[config.mk]
export PLATFORM = sky130hd
export DESIGN_NAME = cell_aux_alert_status
export DESIGN_NICKNAME = d
export VERILOG_FILES = /design/src/inc/alert_pkg.sv /design/src/core/thr_cmp.sv /design/src/core/cell_aux_alert_status.sv
export SDC_FILE = /design/constraint.sdc
export NUM_CORES = 1
export LEC_CHECK = 0
export BUFFER_PORTS_ARGS = -buffer_cell sky130_fd_sc_hd__buf_2
export CELL_PAD_IN_SITES_DETAIL_PLACEMENT = 1
export CELL_PAD_IN_SITES_GLOBAL_PLACEMENT = 1
export CORE_MARGIN = 5
export CORE_UTILIZATION = 51
export CTS_BUF_LIST = sky130_fd_sc_hd__clkbuf_4 sky130_fd_sc_hd__clkbuf_8
export CTS_CLUSTER_DIAMETER = 120
export CTS_CLUSTER_SIZE = 25
export DETAILED_ROUTE_END_ITERATION = 8
export GPL_TIMING_DRIVEN = 0
export HOLD_SLACK_MARGIN = 0.08
export PLACE_DENSITY = 0.85
export SLEW_MARGIN = 25
export SYNTH_ARGS = -nofsm -noshare
export SYNTH_HDL_FRONTEND = slang
export SYNTH_HIERARCHICAL = 1
export SYNTH_SLANG_ARGS = --single-unit
[constraint.sdc]
create_clock -name mclk_in -period 8.17 [get_ports mclk_in]
set_input_delay 0.817 -clock mclk_in [delete_from_list [all_inputs] [get_ports mclk_in]]
set_output_delay 0.817 -clock mclk_in [all_outputs]
set_load 0.005 [all_outputs]
[src/inc/alert_pkg.sv]
// alert_pkg: register map, field layout, reset values and carrier types
// for the cell and auxiliary alert status block.
// assumes word-indexed registers reached at byte address index*4.
package alert_pkg;

  localparam int NUM_CELLS = 12;
  localparam int SAMP_W = 12;
  localparam int CHAN_W = 4;
  localparam int REG_W = 16;
  localparam int IDX_W = 6;
  localparam int IRQ_W = 3;

  // register indices; byte address is index times four
  localparam logic [IDX_W-1:0] IDX_MAIN_STATUS = 6'h02;
  localparam logic [IDX_W-1:0] IDX_CELL_SUMMARY = 6'h03;
  localparam logic [IDX_W-1:0] IDX_CELL_OV = 6'h04;
  localparam logic [IDX_W-1:0] IDX_CELL_UV = 6'h05;
  localparam logic [IDX_W-1:0] IDX_OV_THR = 6'h08;
  localparam logic [IDX_W-1:0] IDX_UV_THR = 6'h09;
  localparam logic [IDX_W-1:0] IDX_OT_THR = 6'h0a;
  localparam logic [IDX_W-1:0] IDX_UT_THR = 6'h0b;
  localparam logic [IDX_W-1:0] IDX_IRQ_STATUS = 6'h0c;
  localparam logic [IDX_W-1:0] IDX_IRQ_MASK = 6'h0d;

  // main status fields
  localparam int STAT_AUX0_BIT = 0;
  localparam int STAT_AUX1_BIT = 1;

  // interrupt status fields
  localparam int IRQ_SCAN_BIT = 0;
  localparam int IRQ_CELL_BIT = 1;
  localparam int IRQ_AUX_BIT = 2;

  // sample channel codes: 0..11 cells, then the two auxiliary inputs
  localparam logic [CHAN_W-1:0] CH_AUX0 = 4'hc;
  localparam logic [CHAN_W-1:0] CH_AUX1 = 4'hd;

  // reset values: thresholds chosen so that nothing trips after reset
  localparam logic [SAMP_W-1:0] OV_THR_RST = 12'hfff;
  localparam logic [SAMP_W-1:0] UV_THR_RST = 12'h000;
  localparam logic [SAMP_W-1:0] OT_THR_RST = 12'h000;
  localparam logic [SAMP_W-1:0] UT_THR_RST = 12'hfff;
  localparam logic [IRQ_W-1:0] IRQ_MASK_RST = 3'h0;

  typedef struct packed {
    logic [CHAN_W-1:0] chan;
    logic [SAMP_W-1:0] data;
  } samp_s;

endpackage

[src/core/thr_cmp.sv]
// thr_cmp: compares one measured value against an upper and a lower limit.
// assumes value and limits are unsigned codes of the same width.
`timescale 1ns/1ps
module thr_cmp #(
  parameter int W = 12
) (
  input wire logic [W-1:0] value_in,
  input wire logic [W-1:0] hi_thr_in,
  input wire logic [W-1:0] lo_thr_in,
  output logic above_out,
  output logic below_out
);

  assign above_out = value_in > hi_thr_in;
  assign below_out = value_in < lo_thr_in;

endmodule

[src/core/cell_aux_alert_status.sv]
// cell_aux_alert_status: per-cell and auxiliary alert flags with an
// Avalon-MM register slave and a maskable interrupt.
// assumes samples and scan-end pulses come from logic on mclk_in.
//
// Decided for this implementation: the Avalon-MM interface to the registers.
`timescale 1ns/1ps

module cell_aux_alert_status
  import alert_pkg::*;
#(
  parameter int CELLS = NUM_CELLS
) (
  input wire logic mclk_in,
  input wire logic rst_n_in,
  input wire logic samp_valid_in,
  input wire samp_s samp_in,
  input wire logic scan_done_in,
  input wire logic [7:0] avs_address_in,
  input wire logic avs_read_in,
  input wire logic avs_write_in,
  input wire logic [31:0] avs_writedata_in,
  input wire logic [3:0] avs_byteenable_in,
  output logic [31:0] avs_readdata_out,
  output logic avs_waitrequest_out,
  output logic irq_out
);

  logic [SAMP_W-1:0] ov_thr_r;
  logic [SAMP_W-1:0] uv_thr_r;
  logic [SAMP_W-1:0] ot_thr_r;
  logic [SAMP_W-1:0] ut_thr_r;
  logic [CELLS-1:0] ov_flag_r;
  logic [CELLS-1:0] uv_flag_r;
  logic [1:0] aux_flag_r;
  logic [CELLS-1:0] ov_sh_r;
  logic [CELLS-1:0] uv_sh_r;
  logic [1:0] aux_sh_r;
  logic [CELLS-1:0] ov_sh_nxt;
  logic [CELLS-1:0] uv_sh_nxt;
  logic [1:0] aux_sh_nxt;
  logic [IRQ_W-1:0] irq_stat_r;
  logic [IRQ_W-1:0] irq_mask_r;
  logic [IRQ_W-1:0] irq_evt;
  logic rd_ready_r;
  logic [31:0] rd_val;
  logic [IDX_W-1:0] idx;
  logic wr_go;
  logic cell_over;
  logic cell_under;
  logic aux_cold;
  logic aux_hot;
  logic aux_fault;
  logic samp_is_cell;

  assign idx = avs_address_in[7:2];
  assign wr_go = avs_write_in;
  assign samp_is_cell = samp_valid_in && (samp_in.chan < CHAN_W'(CELLS));

  thr_cmp #(.W(SAMP_W)) u_cell_cmp (
    .value_in(samp_in.data),
    .hi_thr_in(ov_thr_r),
    .lo_thr_in(uv_thr_r),
    .above_out(cell_over),
    .below_out(cell_under)
  );

  // thermistor: hot reads low, cold reads high
  thr_cmp #(.W(SAMP_W)) u_aux_cmp (
    .value_in(samp_in.data),
    .hi_thr_in(ut_thr_r),
    .lo_thr_in(ot_thr_r),
    .above_out(aux_cold),
    .below_out(aux_hot)
  );

  assign aux_fault = aux_cold | aux_hot;

  // threshold registers, software writable
  always_ff @(posedge mclk_in or negedge rst_n_in) begin
    if (!rst_n_in) begin
      ov_thr_r <= OV_THR_RST;
      uv_thr_r <= UV_THR_RST;
      ot_thr_r <= OT_THR_RST;
      ut_thr_r <= UT_THR_RST;
    end else if (wr_go) begin
      case (idx)
        IDX_OV_THR: begin
          if (avs_byteenable_in[0]) ov_thr_r[7:0] <= avs_writedata_in[7:0];
          if (avs_byteenable_in[1]) ov_thr_r[11:8] <= avs_writedata_in[11:8];
        end
        IDX_UV_THR: begin
          if (avs_byteenable_in[0]) uv_thr_r[7:0] <= avs_writedata_in[7:0];
          if (avs_byteenable_in[1]) uv_thr_r[11:8] <= avs_writedata_in[11:8];
        end
        IDX_OT_THR: begin
          if (avs_byteenable_in[0]) ot_thr_r[7:0] <= avs_writedata_in[7:0];
          if (avs_byteenable_in[1]) ot_thr_r[11:8] <= avs_writedata_in[11:8];
        end
        IDX_UT_THR: begin
          if (avs_byteenable_in[0]) ut_thr_r[7:0] <= avs_writedata_in[7:0];
          if (avs_byteenable_in[1]) ut_thr_r[11:8] <= avs_writedata_in[11:8];
        end
        default: begin
        end
      endcase
    end
  end

  // scan shadow: latest result per channel, including this cycle's sample
  always_comb begin
    ov_sh_nxt = ov_sh_r;
    uv_sh_nxt = uv_sh_r;
    aux_sh_nxt = aux_sh_r;
    if (samp_is_cell) begin
      ov_sh_nxt[samp_in.chan] = cell_over;
      uv_sh_nxt[samp_in.chan] = cell_under;
    end
    if (samp_valid_in && samp_in.chan == CH_AUX0) begin
      aux_sh_nxt[0] = aux_fault;
    end
    if (samp_valid_in && samp_in.chan == CH_AUX1) begin
      aux_sh_nxt[1] = aux_fault;
    end
  end

  always_ff @(posedge mclk_in or negedge rst_n_in) begin
    if (!rst_n_in) begin
      ov_sh_r <= '0;
      uv_sh_r <= '0;
      aux_sh_r <= '0;
    end else begin
      ov_sh_r <= ov_sh_nxt;
      uv_sh_r <= uv_sh_nxt;
      aux_sh_r <= aux_sh_nxt;
    end
  end

  // visible flags change only at scan end; a clean result clears them
  always_ff @(posedge mclk_in or negedge rst_n_in) begin
    if (!rst_n_in) begin
      ov_flag_r <= '0;
      uv_flag_r <= '0;
      aux_flag_r <= '0;
    end else if (scan_done_in) begin
      ov_flag_r <= ov_sh_nxt;
      uv_flag_r <= uv_sh_nxt;
      aux_flag_r <= aux_sh_nxt;
    end
  end

  // interrupt events: scan end, newly raised cell alert, newly raised aux alert
  always_comb begin
    irq_evt = '0;
    irq_evt[IRQ_SCAN_BIT] = scan_done_in;
    irq_evt[IRQ_CELL_BIT] = scan_done_in && |((ov_sh_nxt | uv_sh_nxt) & ~(ov_flag_r | uv_flag_r));
    irq_evt[IRQ_AUX_BIT] = scan_done_in && |(aux_sh_nxt & ~aux_flag_r);
  end

  // write one clears; a new event in the same cycle wins
  always_ff @(posedge mclk_in or negedge rst_n_in) begin
    if (!rst_n_in) begin
      irq_stat_r <= '0;
    end else if (wr_go && idx == IDX_IRQ_STATUS && avs_byteenable_in[0]) begin
      irq_stat_r <= (irq_stat_r & ~avs_writedata_in[IRQ_W-1:0]) | irq_evt;
    end else begin
      irq_stat_r <= irq_stat_r | irq_evt;
    end
  end

  always_ff @(posedge mclk_in or negedge rst_n_in) begin
    if (!rst_n_in) begin
      irq_mask_r <= IRQ_MASK_RST;
    end else if (wr_go && idx == IDX_IRQ_MASK && avs_byteenable_in[0]) begin
      irq_mask_r <= avs_writedata_in[IRQ_W-1:0];
    end
  end

  assign irq_out = |(irq_stat_r & irq_mask_r);

  // read mux; unused bits and unmapped addresses read zero
  always_comb begin
    rd_val = '0;
    case (idx)
      IDX_MAIN_STATUS: rd_val[1:0] = aux_flag_r;
      IDX_CELL_SUMMARY: rd_val[CELLS-1:0] = ov_flag_r | uv_flag_r;
      IDX_CELL_OV: rd_val[CELLS-1:0] = ov_flag_r;
      IDX_CELL_UV: rd_val[CELLS-1:0] = uv_flag_r;
      IDX_OV_THR: rd_val[SAMP_W-1:0] = ov_thr_r;
      IDX_UV_THR: rd_val[SAMP_W-1:0] = uv_thr_r;
      IDX_OT_THR: rd_val[SAMP_W-1:0] = ot_thr_r;
      IDX_UT_THR: rd_val[SAMP_W-1:0] = ut_thr_r;
      IDX_IRQ_STATUS: rd_val[IRQ_W-1:0] = irq_stat_r;
      IDX_IRQ_MASK: rd_val[IRQ_W-1:0] = irq_mask_r;
      default: rd_val = '0;
    endcase
  end

  // reads take one wait cycle; writes complete at once
  always_ff @(posedge mclk_in or negedge rst_n_in) begin
    if (!rst_n_in) begin
      rd_ready_r <= 1'b0;
      avs_readdata_out <= '0;
    end else begin
      rd_ready_r <= avs_read_in && !rd_ready_r;
      if (avs_read_in && !rd_ready_r) begin
        avs_readdata_out <= rd_val;
      end
    end
  end

  assign avs_waitrequest_out = avs_read_in && !rd_ready_r;
endmodule

# After elaboration in Yosys (flattened, before gate mapping)

Cells that the tools add are included.

Flip-flop bits (word level): 119
Bits of input ports: 66

Magnitude comparators: 7
Equal/unequal tests: 12
Mux-type cells: 12
Bitwise logic cells: 12
Reduce and logical (&&, ||, !) cells: 23

Operators by type and width:

| cell                                                       | count |
|---|---|
| one-hot mux 9 bit (7 select lines)                         | 1 |
| == test 6 x 4 -> 1 bit, second input constant              | 6 |
| bitwise mux 12 bit                                         | 2 |
| > comparator 12 bit                                        | 2 |
| less-than comparator 12 bit                                | 2 |
| two-way mux 12 bit                                         | 2 |
| OR 12 bit                                                  | 2 |
| AND reduction 3 bit                                        | 8 |
| one-hot mux 2 bit (10 select lines)                        | 1 |
| AND 12 bit                                                 | 1 |
| == test 6 x 2 -> 1 bit, second input constant              | 2 |
| == test 6 x 3 -> 1 bit, second input constant              | 2 |
| NOT 12 bit                                                 | 1 |
| OR reduction 12 bit                                        | 1 |
| logical AND 1 bit                                          | 11 |
| one-hot mux 1 bit (9 select lines)                         | 1 |
| == test 4 bit, second input constant                       | 2 |
| AND 3 bit                                                  | 2 |
| OR 3 bit                                                   | 2 |
| less-than comparator 4 x 5 -> 1 bit, second input constant | 1 |
| demux 1 bit (select 4 bit)                                 | 1 |
| >= comparator 4 x 1 -> 1 bit, second input constant        | 1 |
| less-than comparator 4 bit, second input constant          | 1 |
| two-way mux 1 bit                                          | 3 |
| 8 further kinds                                            | 8 |

# Longest topological paths before layout

Gate-level depths: netlist (run 1).

Depth after elaboration: 12
Gate-level depth with buffers: 13

# By module

Netlist (run 1), hierarchy kept.

By module, submodules not included:

| module                | instances | cells each | area each (µm²) | seq. area each (µm²) |
|---|---|---|---|---|
| cell_aux_alert_status | 1         | 446        | 5,741.8         | 3,007.9 |
| thr_cmp at u_aux_cmp  | 1         | 77         | 579.3           | 0.0 |
| thr_cmp at u_cell_cmp | 1         | 79         | 566.8           | 0.0 |

# Least setup slack after synthesis (run 1)

No wires, ideal clock.

Kind: input-to-reg
Start point: input port samp_in[7] (netlist name)
End point: register irq_stat_r[1]
Data arrival time: 2.858 ns
Required time: 8.027 ns
Path slack: 5.169 ns
Stages: 11
Cells stage by stage: ha_1 > a21oi_2 > a31oi_1 > a2111oi_1 > a21oi_1 > nor2_1 > clkbuf_1 > a311oi_1 > a21boi_0 > nor4_1 > a41oi_1

Longest elaborated chain between the ends: 9
Elaborated cells between the ends (all ways): 13
Classes of those cells: order compare: 2; mux: 5; bitwise: 4; reduce/logical: 2

RTL lines:

| item                        | line                                                       | text |
|---|---|---|
| from (decl)                 | cell_aux_alert_status.sv:16                                | `input wire samp_s samp_in,` |
| > comparator 12 bit (*)     | thr_cmp.sv:14                                              | `assign above_out = value_in > hi_thr_in;` |
| via cell_over               | cell_aux_alert_status.sv:48                                | `logic cell_over;` |
| bitwise mux 12 bit (*)      | cell_aux_alert_status.sv:115                               | `ov_sh_nxt[samp_in.chan] = cell_over;` |
| two-way mux 12 bit (*)      | cell_aux_alert_status.sv:114                               | `if (samp_is_cell) begin` |
| OR 12 bit (*)               | cell_aux_alert_status.sv:155                               | `irq_evt[IRQ_CELL_BIT] = scan_done_in && \|((ov_sh_nxt \| uv_sh_nxt) & ~(ov_flag_r \| uv_flag_r));` |
| AND 12 bit (*)              | cell_aux_alert_status.sv:155                               |  |
| OR reduction 12 bit (*)     | cell_aux_alert_status.sv:155                               |  |
| logical AND 1 bit (*)       | cell_aux_alert_status.sv:155                               |  |
| OR 3 bit (on tied branches) | cell_aux_alert_status.sv:166, cell_aux_alert_status.sv:164 |  |
| two-way mux 3 bit (*)       | cell_aux_alert_status.sv:163                               | `end else if (wr_go && idx == IDX_IRQ_STATUS && avs_byteenable_in[0]) begin` |
| to (signal assigned)        | cell_aux_alert_status.sv:164                               | `irq_stat_r <= (irq_stat_r & ~avs_writedata_in[IRQ_W-1:0]) \| irq_evt;` |
| to (signal assigned)        | cell_aux_alert_status.sv:166                               | `irq_stat_r <= irq_stat_r \| irq_evt;` |
| to (decl)                   | cell_aux_alert_status.sv:41                                | `logic [IRQ_W-1:0] irq_stat_r;` |

Mark *: on every way through the listed nets, which the timed path passes. The rest lies on a longest branch.
A chain may end at the register's enable or synchronous reset.

# Worst setup path after layout (run 1)

Start point: input port samp_in[2] (netlist name)
End point: register irq_stat_r[1]

Longest elaborated chain between the ends: 9
Elaborated cells between the ends (all ways): 13
Classes of those cells: order compare: 2; mux: 5; bitwise: 4; reduce/logical: 2

RTL lines:

| item                            | line                                                       | text |
|---|---|---|
| less-than comparator 12 bit (*) | thr_cmp.sv:15                                              | `assign below_out = value_in < lo_thr_in;` |
| via cell_under                  | cell_aux_alert_status.sv:49                                | `logic cell_under;` |
| bitwise mux 12 bit (*)          | cell_aux_alert_status.sv:116                               | `uv_sh_nxt[samp_in.chan] = cell_under;` |
| two-way mux 12 bit (*)          | cell_aux_alert_status.sv:114                               |  |
| OR 12 bit (*)                   | cell_aux_alert_status.sv:155                               |  |
| AND 12 bit (*)                  | cell_aux_alert_status.sv:155                               |  |
| OR reduction 12 bit (*)         | cell_aux_alert_status.sv:155                               |  |
| logical AND 1 bit (*)           | cell_aux_alert_status.sv:155                               |  |
| OR 3 bit (on tied branches)     | cell_aux_alert_status.sv:166, cell_aux_alert_status.sv:164 |  |
| two-way mux 3 bit (*)           | cell_aux_alert_status.sv:163                               |  |

Marked as above.

==> flow_summary.json, run 1 <==
{
  "die_w_um": 126,
  "crit_path_end_kind": "register",
  "setup_viol": 0,
  "numPortBuffers": 54,
  "internal_power_uw": 1210,
  "clock_skew_ps": 8.67,
  "wirelength_mm": 19.9,
  "synthArstFlopShare_pct": 100,
  "post_drt_wl_per_cell_um": 22.5,
  "hold_ws_ps": 363,
  "cts_tree": "built",
  "via_per_inst": 5.95,
  "grt_overflow_total": 0,
  "grt_max_degree": 66,
  "ys_seq_area_share_pct": 43.7,
  "drtPass1Iterations": 4,
  "areaGrowthSynthToFinish_pct": 14.8,
  "report.final.slew_viol_count": 0,
  "peakVddDrop_mv": 0.155,
  "synth_cells": 602,
  "tightest_slew_ps": 855,
  "num_rows": 42,
  "netlist_area_um2": 6890,
  "cp_slowest_stage_delay_ps": 870,
  "clk_pin_slew_ps": 70,
  "powerDensity_nw_per_um2": 217,
  "min_period_ps": 3790,
  "place_hpwl_mm": 15.0,
  "ys_ff_latch": 119,
  "multiInputGateArea_um2": 3530,
  "grt_usage_pct": 25.5,
  "diodes": 0,
  "gp_congestion": 0.871,
  "num_vias": 5260,
  "cp_slowest_cell": "a2111oi_0",
  "grt_pass1_wl_mm": 31.3,
  "cts_inserted_buffers": 17,
  "ys_types": 57,
  "finalSetupTns_ps": 0,
  "comb_power_share_pct": 21.6,
  "required_ps": 8530,
  "finalCritPeriodShare_pct": 46.4,
  "layout-drive-gt1-share_pct": 37.7,
  "crit_type": "in -> reg",
  "clock-root-buffer": "clkbuf_8",
  "status": "finished clean",
  "grt_pass1_vias": 5848,
  "crit_chain": "buf_2 -> ha_1 -> a211o_1 -> o221ai_1 -> a21oi_1 -> o22ai_1 -> nor2_1 -> clkbuf_1 -> a2111oi_0 -> nor4_1 -> a41oi_1",
  "fillers": 1435,
  "final-seq-area_um2": 3010,
  "swShare_pct": 29.3,
  "drc": 0,
  "ant_nets": 0,
  "core_region_area_um2": 13200,
  "crit_family": "compound AO/OA/AOI/OAI gates",
  "clockBufferDepth": 2,
  "cp_num_buf_inv": 2,
  "p_leak_uw": 0.00354,
  "htree_levels": 4,
  "arrival_ps": 4150,
  "die_area_um2": 15900,
  "rsz0062_at_grt": "false",
  "max_clock_freq_mhz": 264,
  "finalHoldViolCount": 0,
  "relSlewSlack_pct": 41.5,
  "clock_sinks": 119,
  "die_h_um": 126,
  "worstSkewPairLatency_ps": 450,
  "seqPwrFrac_pct": 45.4,
  "start_util_pct": 52.0,
  "synth.avg_cell_area_um2": 11.4,
  "hold_class": "in -> async",
  "ys.flop_type": "dfrtp_1",
  "maxCapViolCount": 0,
  "nNetsFinal": 807,
  "cts-resized-gates": 0,
  "start_kind": "input pin",
  "drtIter0Drc": 284,
  "cts_setup_buffers": 0,
  "synth_warnings": 6,
  "power.share.clock_pct": 33.0,
  "io_pins": 100,
  "critPathMaxFanout": 10,
  "synth_edf_count": 0,
  "antenna_found_initial": 0,
  "switchingPower_uw": 504,
  "hold_buffers": 0
}
==> flip-flops by register name, indices dropped and copies added (netlist names) <==
name and cells:
ut_thr_r 12, avs_readdata_out 12, ov_flag_r 12, ot_thr_r 12
ov_sh_r 12, aux_sh_r 2, uv_thr_r 12, irq_stat_r 3
aux_flag_r 2, irq_mask_r 3, ov_thr_r 12, rd_ready_r 1
uv_flag_r 12, uv_sh_r 12
==> logic make-up (layout without fill, tap and decap cells) <==
group | Yosys count | after routing | synth area share [%]
AO/OA/AOI/OAI | 108 | 108 | 11.6
AND/OR/NAND/NOR | 121 | 121 | 9.32
buffers and inverters | 90 | 177 | 6.10
other | 1 | 20 | 0.0544
multiplexers | 117 | 117 | 20.9
adder cells (fa/ha/maj) | 46 | 46 | 8.36
flip-flops | 119 | 119 | 43.7
==> cell usage in the layout (no fill, tap or decap), types with 20 or more instances in the layout <==
| master | count |
|---|---|
| nor2_1 | 38 |
| dfrtp_1 | 95 |
| ha_1 | 46 |
| mux2_2 | 105 |
| a21oi_1 | 20 |
| buf_4 | 20 |
| conb_1 | 20 |
| dfstp_2 | 24 |
| clkbuf_8 | 20 |
| buf_2 | 59 |
| inv_1 | 53 |
| nand2_1 | 28 |
==> path summary, 6_finish.rpt <==
path | cells after the start | start | to | slack (ps)
max | 11 | samp_in[2] | irq_stat_r[1]$_DFF_PN0_ | 4380
min | 1 | rst_n_in | uv_sh_r[1]$_DFF_PN0_ | 360
max reg2reg | 12 | ov_thr_r[3]$_DFFE_PN1P_ | irq_stat_r[1]$_DFF_PN0_ | 4430
min reg2reg | 2 | avs_readdata_out[1]$_DFFE_PN0P_ | avs_readdata_out[1]$_DFFE_PN0P_ | 500
max in group asynchronous | 2 | rst_n_in | ov_thr_r[4]$_DFFE_PN1P_ | 7060
min in group mclk_in | 2 | avs_readdata_out[1]$_DFFE_PN0P_ | avs_readdata_out[1]$_DFFE_PN0P_ | 500
==> power by group through the flow <==
stage | Sequential [µW] | Combinational [µW] | Clock, µW
finish | 780 | 370 | 568
global route | 792 | 407 | 608
CTS | 779 | 369 | 579
detailed placement | 788 | 366 | 0
global placement | 777 | 337 | 0
floorplan | 759 | 248 | 0
==> metrics by stage <==
stage / cells / utilization [%] / total power, µW / setup slack, ps / cell area, µm²
global placement: 851 / 56.3 / 1110 / 4140 / 7450
finish: 884 / 59.7 / 1720 / 4380 / 7900
CTS: 884 / 59.7 / 1730 / 4490 / 7900
global route: 884 / 59.7 / 1810 / 4240 / 7900
detailed placement: 852 / 56.5 / 1150 / 4050 / 7480
floorplan: 621 / - / 1010 / 5170 / 6960
==> synth_stat cells, types with 3 or more instances <==
| cell type | number | area [µm²] |
|---|---|---|
| nand2b_1 | 5 | 31.3 |
| nand4_1 | 6 | 37.5 |
| o22ai_1 | 3 | 18.8 |
| a221oi_1 | 4 | 35.0 |
| a21oi_1 | 20 | 100 |
| a21o_1 | 7 | 52.6 |
| dfrtp_1 | 95 | 2380 |
| nor2b_1 | 5 | 31.3 |
| a31oi_1 | 9 | 56.3 |
| a2111oi_0 | 6 | 52.6 |
| a22oi_1 | 6 | 45.0 |
| nor3_1 | 3 | 15.0 |
| ha_1 | 46 | 576 |
| inv_1 | 53 | 199 |
| mux2_2 | 105 | 1180 |
| a211oi_1 | 10 | 75.1 |
| a211o_1 | 4 | 35.0 |
| nor2_2 | 3 | 18.8 |
| nand3_1 | 9 | 45.0 |
| o21ai_0 | 9 | 45.0 |
| and3_1 | 5 | 31.3 |
| nand2_1 | 28 | 105 |
| a311o_1 | 4 | 40.0 |
| mux4_2 | 11 | 248 |
| buf_4 | 20 | 150 |
| a32o_1 | 3 | 30.0 |
| buf_2 | 6 | 30.0 |
| nor4_1 | 3 | 18.8 |
| a22o_1 | 9 | 78.8 |
| nor2_1 | 38 | 143 |
| clkbuf_1 | 11 | 41.3 |
| dfstp_2 | 24 | 631 |
==> worst reg2reg max path, cell delays in order (launching register included) <==
cell       delay [ps]
dfstp_2           550
inv_1              50
ha_1              290
a21oi_1           150
o21ai_0           150
a2111oi_1         420
a21oi_1           180
nor2_1            330
clkbuf_1          510
a311oi_1          170
a21boi_0          160
nor4_1            460
a41oi_1           190
==> per-layer routing <==
metal  vias to the layer above  part of all wire [%]  global-route usage [%]
met5                         -                     0                       0
met1                      2708                    40                    29.9
met3                        48                   4.4                    5.59
met2                       142                    53                    44.9
li1                       2362                     -                       -
met4                         0                   3.2                    11.4
==> cell type report <==
type | instances | area share, %
multi-input cells | 412 | 44.7
flip-flops and latches | 119 | 38.1
repair buffers | 55 | 3.85
clock buffers | 23 | 3.77
plain buffers | 37 | 2.80
well taps | 176 | 2.79
inverters | 53 | 2.52
clock inverters | 9 | 1.55
No activity file was read; power rests on OpenSTA's default activity.
==> inputs of run 2 (changes only) <==
CORE_UTILIZATION = 43   (was 51)
PLACE_DENSITY = 0.76   (was 0.85)
clock period = 3.2 ns   (was 8.17 ns; I/O delays follow)
==> run 2 against run 1 <==
Net effect:
- final cell count up 5.1%
- die area up 17%
- sequential power grew to 2.6 times the previous value
- count of clock-buffer cells in the layout up 1
- clock power grew 150%
- non-clock buffer count up 5
- register-to-register slack got worse by 4300 ps
- clock skew rose by 0.79 ps
- total power grew to 2.5 times the previous value
- combinational power grew to 2.6 times the previous value
- via count down 2.3%
- critical path depth grew 1
- largest cell class unchanged
==> flow_summary.json, run 2 (synthesized netlist as in run 1, its figures left out) <==
{
  "num_vias": 5141,
  "clock-root-buffer": "clkbuf_8",
  "grt_pass1_vias": 5701,
  "min_period_ps": 3030,
  "peakVddDrop_mv": 0.278,
  "final_cell_mix": "mux2_2, dfrtp_1, buf_2",
  "cts_inserted_buffers": 17,
  "seqPwrFrac_pct": 45.9,
  "nNetsFinal": 812,
  "final_common_cell": "mux2_2",
  "powerDensity_nw_per_um2": 544,
  "antenna_found_initial": 0,
  "numPortBuffers": 54,
  "die_area_um2": 18700,
  "crit_path_end_kind": "register",
  "clk_pin_slew_ps": 70,
  "hold_ws_ps": 138,
  "wirelength_mm": 20.0,
  "drtIter0Drc": 211,
  "cp_common_cell": "a21oi_2",
  "required_ps": 3510,
  "grt_pass1_wl_mm": 31.3,
  "die_h_um": 137,
  "cp_num_buf_inv": 2,
  "grt_usage_pct": 22.6,
  "cp_slowest_cell": "dfstp_2",
  "cts_tree": "built",
  "gp_congestion": 0.856,
  "critPathMaxFanout": 7,
  "status": "finished clean",
  "grt_overflow_total": 0,
  "swShare_pct": 29.8,
  "grt_max_degree": 71,
  "htree_levels": 4,
  "start_kind": "register",
  "clock_sinks": 119,
  "hold_class": "in -> reg",
  "via_per_inst": 5.53,
  "start_util_pct": 43.5,
  "worstSkewPairLatency_ps": 460,
  "internal_power_uw": 3070,
  "maxCapViolCount": 0,
  "power.share.clock_pct": 32.0,
  "total_power_uw": 4370,
  "relSlewSlack_pct": 46.4,
  "num_rows": 46,
  "areaGrowthSynthToFinish_pct": 16.6,
  "layout-drive-gt1-share_pct": 39.0,
  "comb_power_share_pct": 22.2,
  "diodes": 0,
  "p_leak_uw": 0.00357,
  "finalHoldViolCount": 0,
  "drtPass1Iterations": 4,
  "io_pins": 100,
  "clockBufferDepth": 2,
  "cp_slowest_stage_delay_ps": 540,
  "finalCritPeriodShare_pct": 94.8,
  "die_w_um": 137,
  "tightest_slew_ps": 805,
  "clock_skew_ps": 9.46,
  "drc": 0,
  "post_drt_wl_per_cell_um": 21.6,
  "core_region_area_um2": 15800,
  "place_hpwl_mm": 15.3,
  "switchingPower_uw": 1300,
  "crit_type": "reg -> reg",
  "report.final.slew_viol_count": 0,
  "ant_nets": 0,
  "crit_chain": "inv_1 -> ha_1 -> a21oi_2 -> a31oi_1 -> a2111oi_2 -> a21oi_2 -> nor2_2 -> buf_6 -> a311oi_1 -> a21boi_0 -> nor4_2 -> a41oi_1",
  "max_clock_freq_mhz": 330,
  "setup_viol": 0,
  "fillers": 1734,
  "crit_family": "compound AO/OA/AOI/OAI gates",
  "arrival_ps": 3350
}
==> run 2: changes by cell type in the layout (fill, tap and decap cells not counted), sizes merged <==
cell         change
dlygate4sd3      +1
buf              +5
bufinv           -1
clkinv           -1
clkinvlp         +1
==> run 2: metal layers <==
layer  global-route usage (%)  up-vias  part of all wire [%]
li1                         -     2366                     -
met1                     27.0     2627                    41
met2                     39.8      112                    53
met3                     4.89       36                   4.4
met4                     8.23        0                   2.1
met5                        0        -                     0
==> run 2: area by class of cell <==
cell class | instances | area (µm²) | area share (%)
multi-input cells | 412 | 3560 | 44.4
clock inverters | 8 | 95.1 | 1.18
flip-flops and latches | 119 | 3010 | 37.4
repair buffers | 60 | 357 | 4.44
inverters | 53 | 199 | 2.48
clock buffers | 24 | 312 | 3.88
plain buffers | 37 | 229 | 2.85
well taps | 216 | 270 | 3.36
==> run 2: what timing repair did <==
item | in CTS | in global routing
setup buffers | 1 | 3
endpoints found under the setup margin | 1 | 1
resized for setup | 6 | 8
hold buffers | 1 | 0
pin swaps | 2 | 4
endpoints found under the hold margin | 55 | 0
==> run 2: worst paths after layout <==
| check | startpoint | endpoint | slack (ps) | depth (start not counted) |
|---|---|---|---|---|
| max | ov_thr_r[7]$_DFFE_PN1P_ | irq_stat_r[1]$_DFF_PN0_ | 170 | 12 |
| min | avs_writedata_in[7] | ot_thr_r[7]$_DFFE_PN0P_ | 140 | 2 |
| max reg2reg | ov_thr_r[7]$_DFFE_PN1P_ | irq_stat_r[1]$_DFF_PN0_ | 170 | 12 |
| min reg2reg | avs_readdata_out[1]$_DFFE_PN0P_ | avs_readdata_out[1]$_DFFE_PN0P_ | 490 | 2 |
| max in group asynchronous | rst_n_in | ut_thr_r[6]$_DFFE_PN1P_ | 2020 | 3 |
| min in group asynchronous | rst_n_in | ov_flag_r[1]$_DFFE_PN0P_ | 440 | 2 |
==> run 2: power by group through the flow <==
stage          sequential (µW)  combinational (µW)  clock (µW)
2_1_floorplan             1940                 633           0
3_3_place_gp              1990                 868           0
3_5_place_dp              2020                 926           0
4_1_cts                   2000                 948        1420
5_1_grt                   2030                1070        1500
6_report                  2000                 969        1400
==> run 2: through the flow <==
step | instance area [µm²] | TNS (ps) | cells | setup WS, ps | util, %
6_report | 8030 | 0 | 929 | 165 | 50.8
3_3_place_gp | 7500 | -430 | 891 | -430 | 47.4
2_1_floorplan | 6960 | 0 | 621 | 481 | -
4_1_cts | 7970 | 0 | 926 | 6.15 | 50.4
5_1_grt | 8030 | -5.08 | 929 | -5.08 | 50.8
3_5_place_dp | 7530 | -446 | 892 | -446 | 47.6
